## src/logic/txdc_pkg.sv

```systemverilog
// Constants and types for the transmit descriptor chaining engine
package txdc_pkg;
  localparam int WB_AW = 8;
  localparam int MEM_AW = 24;
  localparam int DESC_W = 16;
  localparam int IDX_W_DEF = 8;
  // Register byte offsets
  localparam logic [7:0] REG_CTRL = 8'h00;
  localparam logic [7:0] REG_STAT = 8'h04;
  localparam logic [7:0] REG_BASE = 8'h08;
  localparam logic [7:0] REG_LAST = 8'h0c;
  localparam logic [7:0] REG_IDX = 8'h10;
  // Control bits: start, stop and poll act on write of one
  localparam int CTRL_START = 0;
  localparam int CTRL_STOP = 1;
  localparam int CTRL_POLL = 3;
  localparam int CTRL_KEEP = 6;
  // Status bits; error bits are sticky, write one to clear
  localparam int STAT_TRANSMITTER_ON_BIT = 0;
  localparam int STAT_BUFFER_ERROR_FLAG = 1;
  localparam int STAT_UNDERFLOW_ERROR_FLAG = 2;
  localparam int STAT_BUSY = 3;
  // Descriptor word 1 layout
  localparam int W1_OWN = 15;
  localparam int W1_ERR = 14;
  localparam int W1_FIRST = 9;
  localparam int W1_LAST = 8;
  // Descriptor word 2 (error word) layout
  localparam int W2_BUFFER_ERROR_FLAG = 15;
  localparam int W2_UNDERFLOW_ERROR_FLAG = 14;
  localparam int W2_LATE_COLLISION_FLAG = 12;
  localparam int W2_CARRIER_LOSS_FLAG = 11;
  localparam int W2_RETRY_FAILURE_FLAG = 10;
  // Descriptor geometry in bytes
  localparam int DESC_SHIFT = 3;
  localparam logic [23:0] W1_OFF = 24'h000002;
  localparam logic [23:0] W2_OFF = 24'h000004;
  localparam logic [23:0] BASE_RST = 24'h000000;
  localparam logic keep_rst = 1'b0;
  typedef enum logic [2:0] {
    S_IDLE, S_FETCH, S_EVAL, S_SEND, S_LOOK, S_WB1, S_WB2
  } txdc_state_type;
endpackage

```

## src/logic/txdc_engine.sv

```systemverilog
// Transmit descriptor chaining engine with Wishbone register slave
//
// Summary of operation
// - Skip owned descriptors lacking first flag
// - Bit 8 marks last; first+last means unchained
// - First and last flags never modified here
// - Address high byte never modified here
// - Next buffer not owned sets buffer error
// - Underflow before next status fetch: buffer error
// - Buffer error stops transmitter unless keep bit
// - Buffer error always sets underflow error too
// - Buffer error void with late collision/retry
// - FIFO empty early sets underflow, truncates
// - Underflow stops transmitter unless keep bit
// - Bit 15 set means controller holds descriptor
// - Clear holder flag after buffer transmitted
// - Summary error is OR of four flags
//
// Design decisions made here: the register addresses and the Wishbone register port.
`timescale 1ns/1ps
module txdc_engine
  import txdc_pkg::*;
#(
  parameter int IDX_W = IDX_W_DEF
) (
  input wire logic clk_i, // System clock
  input wire logic rst_i, // Synchronous reset
  input wire logic [txdc_pkg::WB_AW-1:0] adr_i, // Wishbone address
  input wire logic [31:0] dat_i, // Wishbone write data
  output logic [31:0] dat_o, // Wishbone read data
  input wire logic we_i, // Wishbone write
  input wire logic [3:0] sel_i, // Wishbone byte lanes
  input wire logic cyc_i, // Wishbone cycle
  input wire logic stb_i, // Wishbone strobe
  output logic ack_o, // Wishbone ack
  output logic mem_req_o, // Descriptor memory request
  output logic mem_we_o, // Descriptor memory write
  output logic [txdc_pkg::MEM_AW-1:0] mem_addr_o, // Byte address
  output logic [txdc_pkg::DESC_W-1:0] mem_wdata_o, // Write data
  input wire logic mem_ack_i, // Memory done
  input wire logic [txdc_pkg::DESC_W-1:0] mem_rdata_i, // Read data
  output logic buf_start_o, // Pulse: start next buffer
  output logic [7:0] buffer_addr_high_o, // Buffer address high
  output logic buf_last_o, // Started buffer ends frame
  input wire logic buf_done_i, // Buffer moved to FIFO
  input wire logic fifo_underflow_i, // FIFO ran dry mid frame
  input wire logic late_collision_i, // Late collision pulse
  input wire logic retry_failure_i, // Retry failure pulse
  input wire logic carrier_loss_i, // Carrier loss pulse
  output logic frame_abort_o, // Pulse: truncate frame
  output logic transmitter_on_o // Transmitter enabled
);
  import txdc_pkg::*;
  initial begin
    if (IDX_W < 1 || IDX_W > 16) begin
      $error("IDX_W must be 1 to 16");
    end
  end
  function automatic logic [MEM_AW-1:0] desc_addr(
    input logic [MEM_AW-1:0] base,
    input logic [IDX_W-1:0] idx,
    input logic [MEM_AW-1:0] off);
    logic [MEM_AW-1:0] ofs;
    ofs = MEM_AW'({idx, DESC_SHIFT'(0)});
    return base + ofs + off;
  endfunction

  txdc_state_type state;
  logic [DESC_W-1:0] cur_w1, nxt_w1, next_w2;
  logic [IDX_W-1:0] idx, last_idx, next_idx;
  logic [MEM_AW-1:0] base;
  logic keep_tx_on_underflow, transmitter_on_bit, poll_pend, chain_go;
  logic st_buffer_error_flag, st_ufl, buffer_error_flag_r, ufl_r, late_collision_flag_r, carrier_loss_flag_r, retry_failure_flag_r, buffer_error_flag_valid;
  logic wb_hit, wr_ctrl, wr_stat, buffer_error_flag_ev, ufl_ev, err_ev;

  assign transmitter_on_o = transmitter_on_bit;
  assign next_idx = (idx == last_idx) ? '0 : idx + 1'b1;

  // Wishbone slave: one wait state, ack drops after one cycle
  assign wb_hit = cyc_i && stb_i && !ack_o;
  assign wr_ctrl = wb_hit && we_i && sel_i[0] && adr_i == REG_CTRL;
  assign wr_stat = wb_hit && we_i && sel_i[0] && adr_i == REG_STAT;

  always_ff @(posedge clk_i) begin
    if (rst_i) begin
      ack_o <= 1'b0;
    end else begin
      ack_o <= wb_hit;
    end
  end

  always_ff @(posedge clk_i) begin
    if (rst_i) begin
      dat_o <= 32'h00000000;
    end else if (wb_hit && !we_i) begin
      case (adr_i)
        REG_CTRL: dat_o <= 32'(keep_tx_on_underflow) << CTRL_KEEP;
        REG_STAT: dat_o <= 32'({state != S_IDLE, st_ufl, st_buffer_error_flag,
                                transmitter_on_bit});
        REG_BASE: dat_o <= 32'(base);
        REG_LAST: dat_o <= 32'(last_idx);
        REG_IDX: dat_o <= 32'(idx);
        default: dat_o <= 32'h00000000;
      endcase
    end
  end

  always_ff @(posedge clk_i) begin
    if (rst_i) begin
      keep_tx_on_underflow <= keep_rst;
      base <= BASE_RST;
      last_idx <= '1;
    end else if (wb_hit && we_i) begin
      if (adr_i == REG_CTRL && sel_i[0]) begin
        keep_tx_on_underflow <= dat_i[CTRL_KEEP];
      end
      if (adr_i == REG_BASE) begin
        if (sel_i[0]) base[7:0] <= dat_i[7:0];
        if (sel_i[1]) base[15:8] <= dat_i[15:8];
        if (sel_i[2]) base[23:16] <= dat_i[23:16];
      end
      if (adr_i == REG_LAST && sel_i[0]) begin
        last_idx <= dat_i[IDX_W-1:0];
      end
    end
  end

  // Error events; a buffer error always drags an underflow along
  // Underflow counts from the first look-ahead cycle, before the request is up
  assign buffer_error_flag_ev = state == S_LOOK && !buffer_error_flag_r &&
                   (fifo_underflow_i ||
                    (mem_req_o && mem_ack_i && !mem_rdata_i[W1_OWN]));
  assign ufl_ev = buffer_error_flag_ev ||
                  (state == S_SEND && fifo_underflow_i);
  assign err_ev = ufl_ev;

  // Hardware stop beats a software start in the same cycle
  always_ff @(posedge clk_i) begin
    if (rst_i) begin
      transmitter_on_bit <= 1'b0;
    end else if (err_ev && !keep_tx_on_underflow) begin
      transmitter_on_bit <= 1'b0;
    end else if (wr_ctrl && dat_i[CTRL_STOP]) begin
      transmitter_on_bit <= 1'b0;
    end else if (wr_ctrl && dat_i[CTRL_START]) begin
      transmitter_on_bit <= 1'b1;
    end
  end

  // Sticky status: a new error wins over a clear in the same cycle
  always_ff @(posedge clk_i) begin
    if (rst_i) begin
      st_buffer_error_flag <= 1'b0;
      st_ufl <= 1'b0;
    end else begin
      if (buffer_error_flag_ev) begin
        st_buffer_error_flag <= 1'b1;
      end else if (wr_stat && dat_i[STAT_BUFFER_ERROR_FLAG]) begin
        st_buffer_error_flag <= 1'b0;
      end
      if (ufl_ev) begin
        st_ufl <= 1'b1;
      end else if (wr_stat && dat_i[STAT_UNDERFLOW_ERROR_FLAG]) begin
        st_ufl <= 1'b0;
      end
    end
  end

  always_ff @(posedge clk_i) begin
    if (rst_i) begin
      poll_pend <= 1'b0;
    end else if (wr_ctrl && (dat_i[CTRL_POLL] || dat_i[CTRL_START])) begin
      poll_pend <= 1'b1;
    end else if (state == S_IDLE && transmitter_on_bit) begin
      poll_pend <= 1'b0;
    end
  end

  // Per-frame error flags, cleared when a frame begins
  always_ff @(posedge clk_i) begin
    if (rst_i || (state == S_EVAL && cur_w1[W1_FIRST])) begin
      buffer_error_flag_r <= 1'b0;
      ufl_r <= 1'b0;
      late_collision_flag_r <= 1'b0;
      carrier_loss_flag_r <= 1'b0;
      retry_failure_flag_r <= 1'b0;
    end else begin
      if (buffer_error_flag_ev) buffer_error_flag_r <= 1'b1;
      if (ufl_ev) ufl_r <= 1'b1;
      if (late_collision_i) late_collision_flag_r <= 1'b1;
      if (carrier_loss_i) carrier_loss_flag_r <= 1'b1;
      if (retry_failure_i) retry_failure_flag_r <= 1'b1;
    end
  end

  // Buffer error is meaningless after late collision or retry failure
  assign buffer_error_flag_valid = buffer_error_flag_r && !late_collision_flag_r && !retry_failure_flag_r;
  assign next_w2 = DESC_W'({buffer_error_flag_valid, ufl_r, 1'b0, late_collision_flag_r, carrier_loss_flag_r,
                            retry_failure_flag_r}) << W2_RETRY_FAILURE_FLAG;

  always_ff @(posedge clk_i) begin
    if (rst_i) begin
      state <= S_IDLE;
      idx <= '0;
      cur_w1 <= '0;
      nxt_w1 <= '0;
      chain_go <= 1'b0;
      mem_req_o <= 1'b0;
      mem_we_o <= 1'b0;
      mem_addr_o <= '0;
      mem_wdata_o <= '0;
      buf_start_o <= 1'b0;
      buf_last_o <= 1'b0;
      buffer_addr_high_o <= 8'h00;
      frame_abort_o <= 1'b0;
    end else begin
      buf_start_o <= 1'b0;
      frame_abort_o <= 1'b0;
      case (state)
        S_IDLE: begin
          if (transmitter_on_bit && poll_pend) begin
            state <= S_FETCH;
          end
        end
        S_FETCH: begin
          if (!mem_req_o) begin
            mem_req_o <= 1'b1;
            mem_we_o <= 1'b0;
            mem_addr_o <= desc_addr(base, idx, W1_OFF);
          end else if (mem_ack_i) begin
            mem_req_o <= 1'b0;
            cur_w1 <= mem_rdata_i;
            state <= S_EVAL;
          end
        end
        S_EVAL: begin
          if (!transmitter_on_bit || !cur_w1[W1_OWN]) begin
            state <= S_IDLE;
          end else if (!cur_w1[W1_FIRST]) begin
            idx <= next_idx;
            state <= S_FETCH;
          end else begin
            buf_start_o <= 1'b1;
            buffer_addr_high_o <= cur_w1[7:0];
            buf_last_o <= cur_w1[W1_LAST];
            state <= S_SEND;
          end
        end
        S_SEND: begin
          if (fifo_underflow_i) begin
            frame_abort_o <= 1'b1;
            chain_go <= 1'b0;
            state <= S_WB1;
          end else if (buf_done_i) begin
            chain_go <= 1'b0;
            state <= cur_w1[W1_LAST] ? S_WB1 : S_LOOK;
          end
        end
        S_LOOK: begin
          // Look ahead at the next status word while the FIFO drains
          if (!mem_req_o) begin
            mem_req_o <= 1'b1;
            mem_we_o <= 1'b0;
            mem_addr_o <= desc_addr(base, next_idx, W1_OFF);
          end else if (mem_ack_i) begin
            mem_req_o <= 1'b0;
            nxt_w1 <= mem_rdata_i;
            chain_go <= !buffer_error_flag_ev && !buffer_error_flag_r;
            if (buffer_error_flag_ev || buffer_error_flag_r) begin
              frame_abort_o <= 1'b1;
            end
            state <= S_WB1;
          end
        end
        S_WB1: begin
          if (!mem_req_o) begin
            mem_req_o <= 1'b1;
            mem_we_o <= 1'b1;
            mem_addr_o <= desc_addr(base, idx, W1_OFF);
            // Hand back: holder cleared, flags and address kept
            mem_wdata_o <= {1'b0, |{ufl_r, late_collision_flag_r, carrier_loss_flag_r, retry_failure_flag_r},
                            cur_w1[13:0]};
          end else if (mem_ack_i) begin
            mem_req_o <= 1'b0;
            state <= S_WB2;
          end
        end
        S_WB2: begin
          if (!mem_req_o) begin
            mem_req_o <= 1'b1;
            mem_we_o <= 1'b1;
            mem_addr_o <= desc_addr(base, idx, W2_OFF);
            mem_wdata_o <= next_w2;
          end else if (mem_ack_i) begin
            mem_req_o <= 1'b0;
            mem_we_o <= 1'b0;
            idx <= next_idx;
            if (chain_go) begin
              cur_w1 <= nxt_w1;
              buf_start_o <= 1'b1;
              buffer_addr_high_o <= nxt_w1[7:0];
              buf_last_o <= nxt_w1[W1_LAST];
              state <= S_SEND;
            end else begin
              // After an error the rest of the frame is skipped
              state <= transmitter_on_bit ? S_FETCH : S_IDLE;
            end
          end
        end
        default: state <= S_IDLE;
      endcase
    end
  end
endmodule

```

## config.mk

```make
export PLATFORM = sky130hd
export DESIGN_NAME = txdc_engine
export DESIGN_NICKNAME = d
export VERILOG_FILES = /design/src/logic/txdc_pkg.sv /design/src/logic/txdc_engine.sv
export SDC_FILE = /design/constraint.sdc
export NUM_CORES = 1
export LEC_CHECK = 0
export BUFFER_PORTS_ARGS = -buffer_cell sky130_fd_sc_hd__buf_2
export CORE_MARGIN = 1
export CORE_UTILIZATION = 57
export CTS_CLUSTER_SIZE = 8
export DETAILED_ROUTE_END_ITERATION = 10
export MAX_ROUTING_LAYER = met4
export PLACE_DENSITY = 0.79
export SYNTH_ARGS = -nofsm -noshare
export SYNTH_HDL_FRONTEND = slang
export SYNTH_SLANG_ARGS = --single-unit
export TNS_END_PERCENT = 10
```

## constraint.sdc

```tcl
create_clock -name clk_i -period 3.7 [get_ports clk_i]
set_clock_uncertainty 0.1 [all_clocks]
set_input_delay 1.11 -clock clk_i [delete_from_list [all_inputs] [get_ports clk_i]]
set_output_delay 1.11 -clock clk_i [all_outputs]
set_load 0.02 [all_outputs]
```

**Word-level counts from Yosys, hierarchy flattened**

Cells that the tools add are included.

- Register bits: 172
- Input bits: 71
- Output and inout bits: 87
- Logic and storage cells: 217

- $add $sub $neg: 6
- Eq/ne operators: 31
- Mux-type cells: 78
- Reductions and logical operators: 73

Operators with widths:

| cell | count |
|---|---|
| 24-bit one-hot mux with 5 select lines | 1 |
| 16-bit 2-to-1 mux | 7 |
| 8-bit 2-to-1 mux | 10 |
| 24-bit 2-to-1 mux | 3 |
| 24-bit one-hot mux with 3 select lines | 1 |
| 16-bit one-hot mux with 2 select lines | 2 |
| 24-bit by 11-bit adder with 24-bit output | 2 |
| 24-bit by 2-bit adder with 24-bit output (second input constant) | 2 |
| 2-bit inequality test (second input constant) | 17 |
| 3-bit 2-to-1 mux | 11 |
| 1-bit 2-to-1 mux | 32 |
| 8-bit one-hot mux with 2 select lines | 2 |
| 1-bit logical AND | 26 |
| 24-bit by 3-bit adder with 24-bit output (second input constant) | 1 |
| 3-bit one-hot mux with 7 select lines | 1 |
| 8-bit by 4-bit equality test with 1-bit output (second input constant) | 2 |
| 3-bit AND reduction | 5 |
| 2-bit nonzero test | 7 |
| 4-bit AND reduction | 3 |
| 6-bit AND reduction | 2 |
| 1-bit zero test | 10 |
| 10-bit AND reduction | 1 |
| 3-bit equality test (second input constant) | 3 |
| 3-bit nonzero test | 3 |
| other kinds (19) | 34 |

**Longest topological paths before layout**

- Depth after elaboration: 9
- Gate-level depth with buffers: 15
- Depth with buffers taken out: 14

**Worst setup path after synthesis**

OpenSTA, ideal clock, no wires.

- Path type: register to register
- From: reg idx[2]
- To: reg mem_addr_o[21] in the netlist's numbering
- Data arrival time: 3231 ps
- Slack: 278 ps
- Stages on the path, launching flop included: 15
- Path buffers: 1
- Period minus slack after synthesis: 3422 ps
- Cells stage by stage: dfxtp_1 -> clkbuf_1 -> xnor2_1 -> nand4_1 -> nor2_1 -> nor2_1 -> ha_1 -> a211oi_1 -> o21ai_0 -> a311oi_1 -> nand2b_1 -> nor3_1 -> xnor2_1 -> o221a_2 -> a311oi_1

- Cells in the longest elaborated chain, start to end: 6
- Elaborated cells on any way between the ends: 12
- Those cells by class: add/sub: 6; eq/ne: 1; mux: 5

Ends and longest elaborated chain:

| item | line | source |
|---|---|---|
| start: declaration | txdc_engine.sv:70 | `logic [IDX_W-1:0] idx, last_idx, next_idx;` |
| start signal: assignment | txdc_engine.sv:240 | `idx <= next_idx;` |
| start signal: assignment | txdc_engine.sv:297 | `idx <= next_idx;` |
| 8-bit equality test | txdc_engine.sv:77 | `assign next_idx = (idx == last_idx) ? '0 : idx + 1'b1;` |
| 8-bit 2-to-1 mux | txdc_engine.sv:77 |  |
| via next_idx[0] | txdc_engine.sv:70 |  |
| 24-bit by 11-bit adder with 24-bit output | txdc_engine.sv:65 | `return base + ofs + off;` |
| 24-bit by 2-bit adder with 24-bit output | txdc_engine.sv:65 |  |
| 24-bit 2-to-1 mux | txdc_engine.sv:261 | `if (!mem_req_o) begin` |
| 24-bit one-hot mux with 3 select lines | txdc_engine.sv:219 | `case (state)` |
| end signal: assignment | txdc_engine.sv:229 | `mem_addr_o <= desc_addr(base, idx, W1_OFF);` |
| end signal: assignment | txdc_engine.sv:264 | `mem_addr_o <= desc_addr(base, next_idx, W1_OFF);` |
| end signal: assignment | txdc_engine.sv:279 | `mem_addr_o <= desc_addr(base, idx, W1_OFF);` |
| end: declaration | txdc_engine.sv:38 | `output logic [txdc_pkg::MEM_AW-1:0] mem_addr_o,` |

The timed path passes the listed nets, and every way through them passes these cells. The select of a mux whose other input is x is not followed.
A chain may end at the register's enable or synchronous reset.

**Worst setup path after layout**

- From: reg idx[2]
- To: reg mem_addr_o[22] in the netlist's numbering

- Cells in the longest elaborated chain, start to end: 6
- Elaborated cells on any way between the ends: 12
- Those cells by class: add/sub: 6; eq/ne: 1; mux: 5

Ends and longest elaborated chain:

| item | line |
|---|---|
| 8-bit by 1-bit adder with 8-bit output / 8-bit equality test (equally long branches) | txdc_engine.sv:77 |
| 8-bit 2-to-1 mux | txdc_engine.sv:77 |
| 24-bit by 11-bit adder with 24-bit output | txdc_engine.sv:65 |
| 24-bit by 2-bit adder with 24-bit output | txdc_engine.sv:65 |
| 24-bit 2-to-1 mux | txdc_engine.sv:261 |
| 24-bit one-hot mux with 3 select lines * | txdc_engine.sv:219 |

Mark *: on every way between the ends. The rest lies on a longest branch, timed or not. The select of a mux whose other input is x is not followed.

==> run summary <==
The share of synthesized area spent on multiplexers came out at 2.69%. Yosys printed 0 warnings. The internal reg-to-reg setup slack came out at 0.12 ns. The worst hold path depth is 2. The net switching power of the design is 0.861 mW.

The initial utilization of the core area, before any placement, comes to 59.0%. The cell with the most instances after synthesis is sky130_fd_sc_hd__nand2_1. The first global-routing pass estimated 40.8 mm of wire. The relative contribution of combinational cells to total power is 3.0%. After layout, the minimum clock period comes to 3.58 ns. On the critical path, the stage with the largest delay is an instance of sky130_fd_sc_hd__nor4b_4. The TritonCTS sink count came out at 162.

In the synthesized netlist the dominant register cell turns out to be sky130_fd_sc_hd__dfxtp_1. The post-synthesis cell area came out at 0.00907 mm2. The flow ran to the end, and the final reports show no timing, DRC or antenna violations. Setup violations remaining at the end of the flow were counted as 0. The met1 usage in global routing came out at 40.7%.

The vertical extent of the die came out at 128 um. The internal power came out at 2.80 mW. The count of TritonRoute iterations in the first routing pass came out at 6.

The half-perimeter wire length of the detailed placement result came out at 18.2 mm. The max-slew violation count is 0. Across the run, the number of max-cap violations was 0.

The biggest fanout along the worst timing path is 6. The start point of the worst hold path is dat_o[9]. Summing the areas of all and, or, nand and nor instances in the mapped netlist gives 25.1% of the synthesized area. The number of design-rule violations left by the first detailed-router iteration is 729. Setup repair after global routing could not meet its margin everywhere. The cell taking the most area after synthesis is sky130_fd_sc_hd__dfxtp_1. The fraction of final layout cells sized beyond drive strength 1 is 20.1%.

The largest single stage delay on the critical path is 0.49 ns. The destination of the worst hold path is dat_o[9]. In the post-synthesis netlist, the biggest area contributors are sky130_fd_sc_hd__dfxtp_1 36%, sky130_fd_sc_hd__a21oi_1 7.3%, sky130_fd_sc_hd__nand2_1 7.0%.

The critical path goes through ha_1 -> and3_4 -> a22oi_2 -> and4_1 -> o31ai_2 -> nor4b_4 -> nand2_4 -> o41ai_2 -> o41ai_1 -> a2111oi_1. The final routed DRC violation total came out at 0. The maximum vdd ir drop came out at 0.313 mV. The overall global routing resource usage is 32.3%. After synthesis, the largest family of logic cells by area is simple AND/OR/NAND/NOR gates.

The post-placement cell area is 0.0101 mm2. The pin count of the biggest net entering global routing came out at 75. STA classifies the critical path startpoint as a register. The later pin in the worst-skew pair is clocked with a latency of 0.44 ns. The full die area came out at 0.0164 mm2.

The share of the clock period used by the worst path came out at 96.8%. The switching share of power is 23.5%. The maximum frequency from static timing analysis came out at 0.279 GHz. The post-synthesis register bit count is 162. The mean instance size in the synthesized netlist came out at 7.76 um2. After detailed routing, the average wire length per cell comes to 16.8 um. The number of instances in the synthesized netlist is 1169. The leakage power summed over all cells is 4.24 nW. The unique cell type count in the Yosys netlist came out at 81.

Summing the areas of all xor and xnor instances in the mapped netlist gives 5.79% of the synthesized area. The synthesized netlist devotes 23.2% of its cell area to compound gates. The required time of the critical path is 3.92 ns. The tightest slew margin relative to the limit is 24.9%. The min-delay analysis places its worst path in the category register to register. The count of buffers added by post-CTS timing repair for setup came out at 0.

The average vias per placed instance is 5.98. After synthesis, the most frequently instantiated cells are 168 x sky130_fd_sc_hd__nand2_1, 162 x sky130_fd_sc_hd__dfxtp_1, 155 x sky130_fd_sc_hd__nor2_1. The number of antenna violations at the first check in global routing is 0.

During placement, the flow inserted port buffers numbering 139. The via count is 9060. After floorplanning, the core was divided into 45 placement rows. The number of enable-type register cells in the synthesized netlist is 0. The clock network burns 49.3% of the power. The adder and majority cell fraction of the synthesized area is 2.84%.

For this run, the register share of the synthesized area comes to 35.7%. For this block, the routed nets add up to 25.4 mm of wire. The clock passes through at most 2 buffers.

The H-tree generated during clock tree synthesis spans 4 levels. Counting cells, the worst reg-to-reg path comes to 10. The floorplan step set the die width to 128 um. The peak-usage layer in the global routing report is met2. The placer congestion estimate came out at 0.956. The buffer cell driving the clock tree root is sky130_fd_sc_hd__clkbuf_16. Pin placement for this block handled 158 I/O pins. The CTS tree is done. The core area came out at 0.0154 mm2. The met3 demand-to-capacity share in global routing is 4.76%. Global routing consumed, on the met2 layer, 52.7% of the routing resources. At the pin with the least slew margin, the transition time is 1.12 ns. Hold timing on the final database bottoms out at a slack of 0.350 ns. The fraction of synthesis flops using an asynchronous set or reset pin is 0%. The count of final hold-check violations came to 0.

The filler cells instantiated in the layout total 1336. The arrival time of data at the critical path endpoint came out at 3.80 ns. The design draws 3.66 mW. The reg-to-reg startpoint is idx[2]. Adding up every negative setup slack in the final design gives 0 ns. In this run the critical register-to-register path is captured at mem_addr_o[22]. The remaining global-route overflow came out at 0. The critical path is of the register to register type. The final cell utilization of the core is 69.7%. The top cell type by area accounts for 35.7% of the synthesized area. The detail route stage leaves a number of antenna-violating nets equal to 0. The number of global-route vias before repair came out at 8321. The power share of the sequential group came out at 47.7%. The power density of the placed cells is 342 mW/mm2. The clock edge transition at the registers on the reported setup and hold paths is 0.07 ns. The finished cells cover 0.0107 mm2.

The signed area change from the synthesized netlist to the final layout is 18.1%. The count of hold-fix buffers inserted at cts is 0. 0 antenna diodes ended up in the layout. STA classifies the critical path endpoint as a register. The number of clock buffers inserted by TritonCTS came out at 17. The net count of the finished layout is 1381.
-- how the worst max path moves through the flow --
stage	slack [ns]	cells after the start	from	endpoint
finish	0.12	10	idx[2]	mem_addr_o[22]
global route	-0.07	17	idx[0]	mem_addr_o[23]
CTS	0.06	15	idx[4]	mem_addr_o[23]
detailed placement	-0.03	14	idx[1]	mem_addr_o[22]
global placement	0.07	15	idx[1]	mem_addr_o[22]
floorplan	0.28	14	idx[2]	mem_addr_o[21]
-- critical path, delay by kind of cell (launching register included) --
kind | cells | cell delay [ns]
simple gates | 4 | 1.13
compound gates | 5 | 1.45
flops | 1 | 0.45
fa+ha+maj | 1 | 0.34
-- through the flow --
step	cells	worst slack, ns
after floorplan	1176	0.278
after global placement	1482	0.0652
after detailed placement	1482	-0.0277
after CTS	1514	0.0619
after global routing	1514	-0.0670
final	1514	0.117
-- cells in the final DEF, fill, tap and decap left out, types with 9 or more instances in the layout --
master                        n
sky130_fd_sc_hd__dfxtp_1    159
sky130_fd_sc_hd__nand3_1     37
sky130_fd_sc_hd__nand2_1    168
sky130_fd_sc_hd__mux2i_1     21
sky130_fd_sc_hd__a22oi_1     18
sky130_fd_sc_hd__a21oi_1    129
sky130_fd_sc_hd__nand3b_1    14
sky130_fd_sc_hd__buf_2      138
sky130_fd_sc_hd__a311oi_1    12
sky130_fd_sc_hd__nor3_1      17
sky130_fd_sc_hd__clkbuf_16   17
sky130_fd_sc_hd__and3_1      16
sky130_fd_sc_hd__nand4_1     10
sky130_fd_sc_hd__and2_1       9
sky130_fd_sc_hd__ha_1        19
sky130_fd_sc_hd__xor2_1      24
sky130_fd_sc_hd__xnor2_1     36
sky130_fd_sc_hd__inv_1        9
sky130_fd_sc_hd__nor2_1     153
sky130_fd_sc_hd__buf_4       48
sky130_fd_sc_hd__o21ai_0     24
sky130_fd_sc_hd__a211oi_1    36
sky130_fd_sc_hd__a31oi_1      9
sky130_fd_sc_hd__nand2b_1    10
-- area by class of cell --
cell class	instances	area [um2]	area share, %
multi-input cells	913	5500	51.3
clock inverters	14	168	1.57
repair buffers	187	1070	10.0
flip-flops and latches	162	3250	30.3
well taps	211	264	2.46
clock buffers	18	429	4.01
inverters	9	33.8	0.315
-- metal layers --
layer | share of wire [%] | vias up
met5 | 0 | -
met4 | 2.5 | 0
met3 | 6.0 | 56
li1 | - | 4398
met2 | 48 | 342
met1 | 44 | 4264
-- repair_timing --
item / in CTS / in global routing
resized for setup: 1 / 16
endpoints found under the setup margin: 3 / 12
pin swaps: 0 / 2
-- sequential cells by signal, indices dropped and copies added (netlist names), 8 cells and up --
register,count
base,24
dat_o,24
mem_addr_o,24
mem_wdata_o,16
cur_w1,15
nxt_w1,15
buffer_addr_high_o,8
idx,8
last_idx,8
-- kinds of logic (layout without fill, tap and decap cells) --
family / Yosys count / after routing
flops: 162 / 162
xor+xnor: 60 / 60
compound gates: 314 / 314
other cells: 1 / 8
fa+ha+maj: 20 / 20
simple gates: 487 / 487
mux: 24 / 24
buf+inv: 101 / 228
-- power groups by stage --
stage | sequential (mW) | combinational [mW] | clock, mW
global route | 1.75 | 0.119 | 1.90
global placement | 1.79 | 0.107 | 0
finish | 1.75 | 0.108 | 1.81
CTS | 1.75 | 0.108 | 1.82
floorplan | 1.79 | 0.0595 | 0
detailed placement | 1.79 | 0.108 | 0
Power figures use the tool's default switching activity.
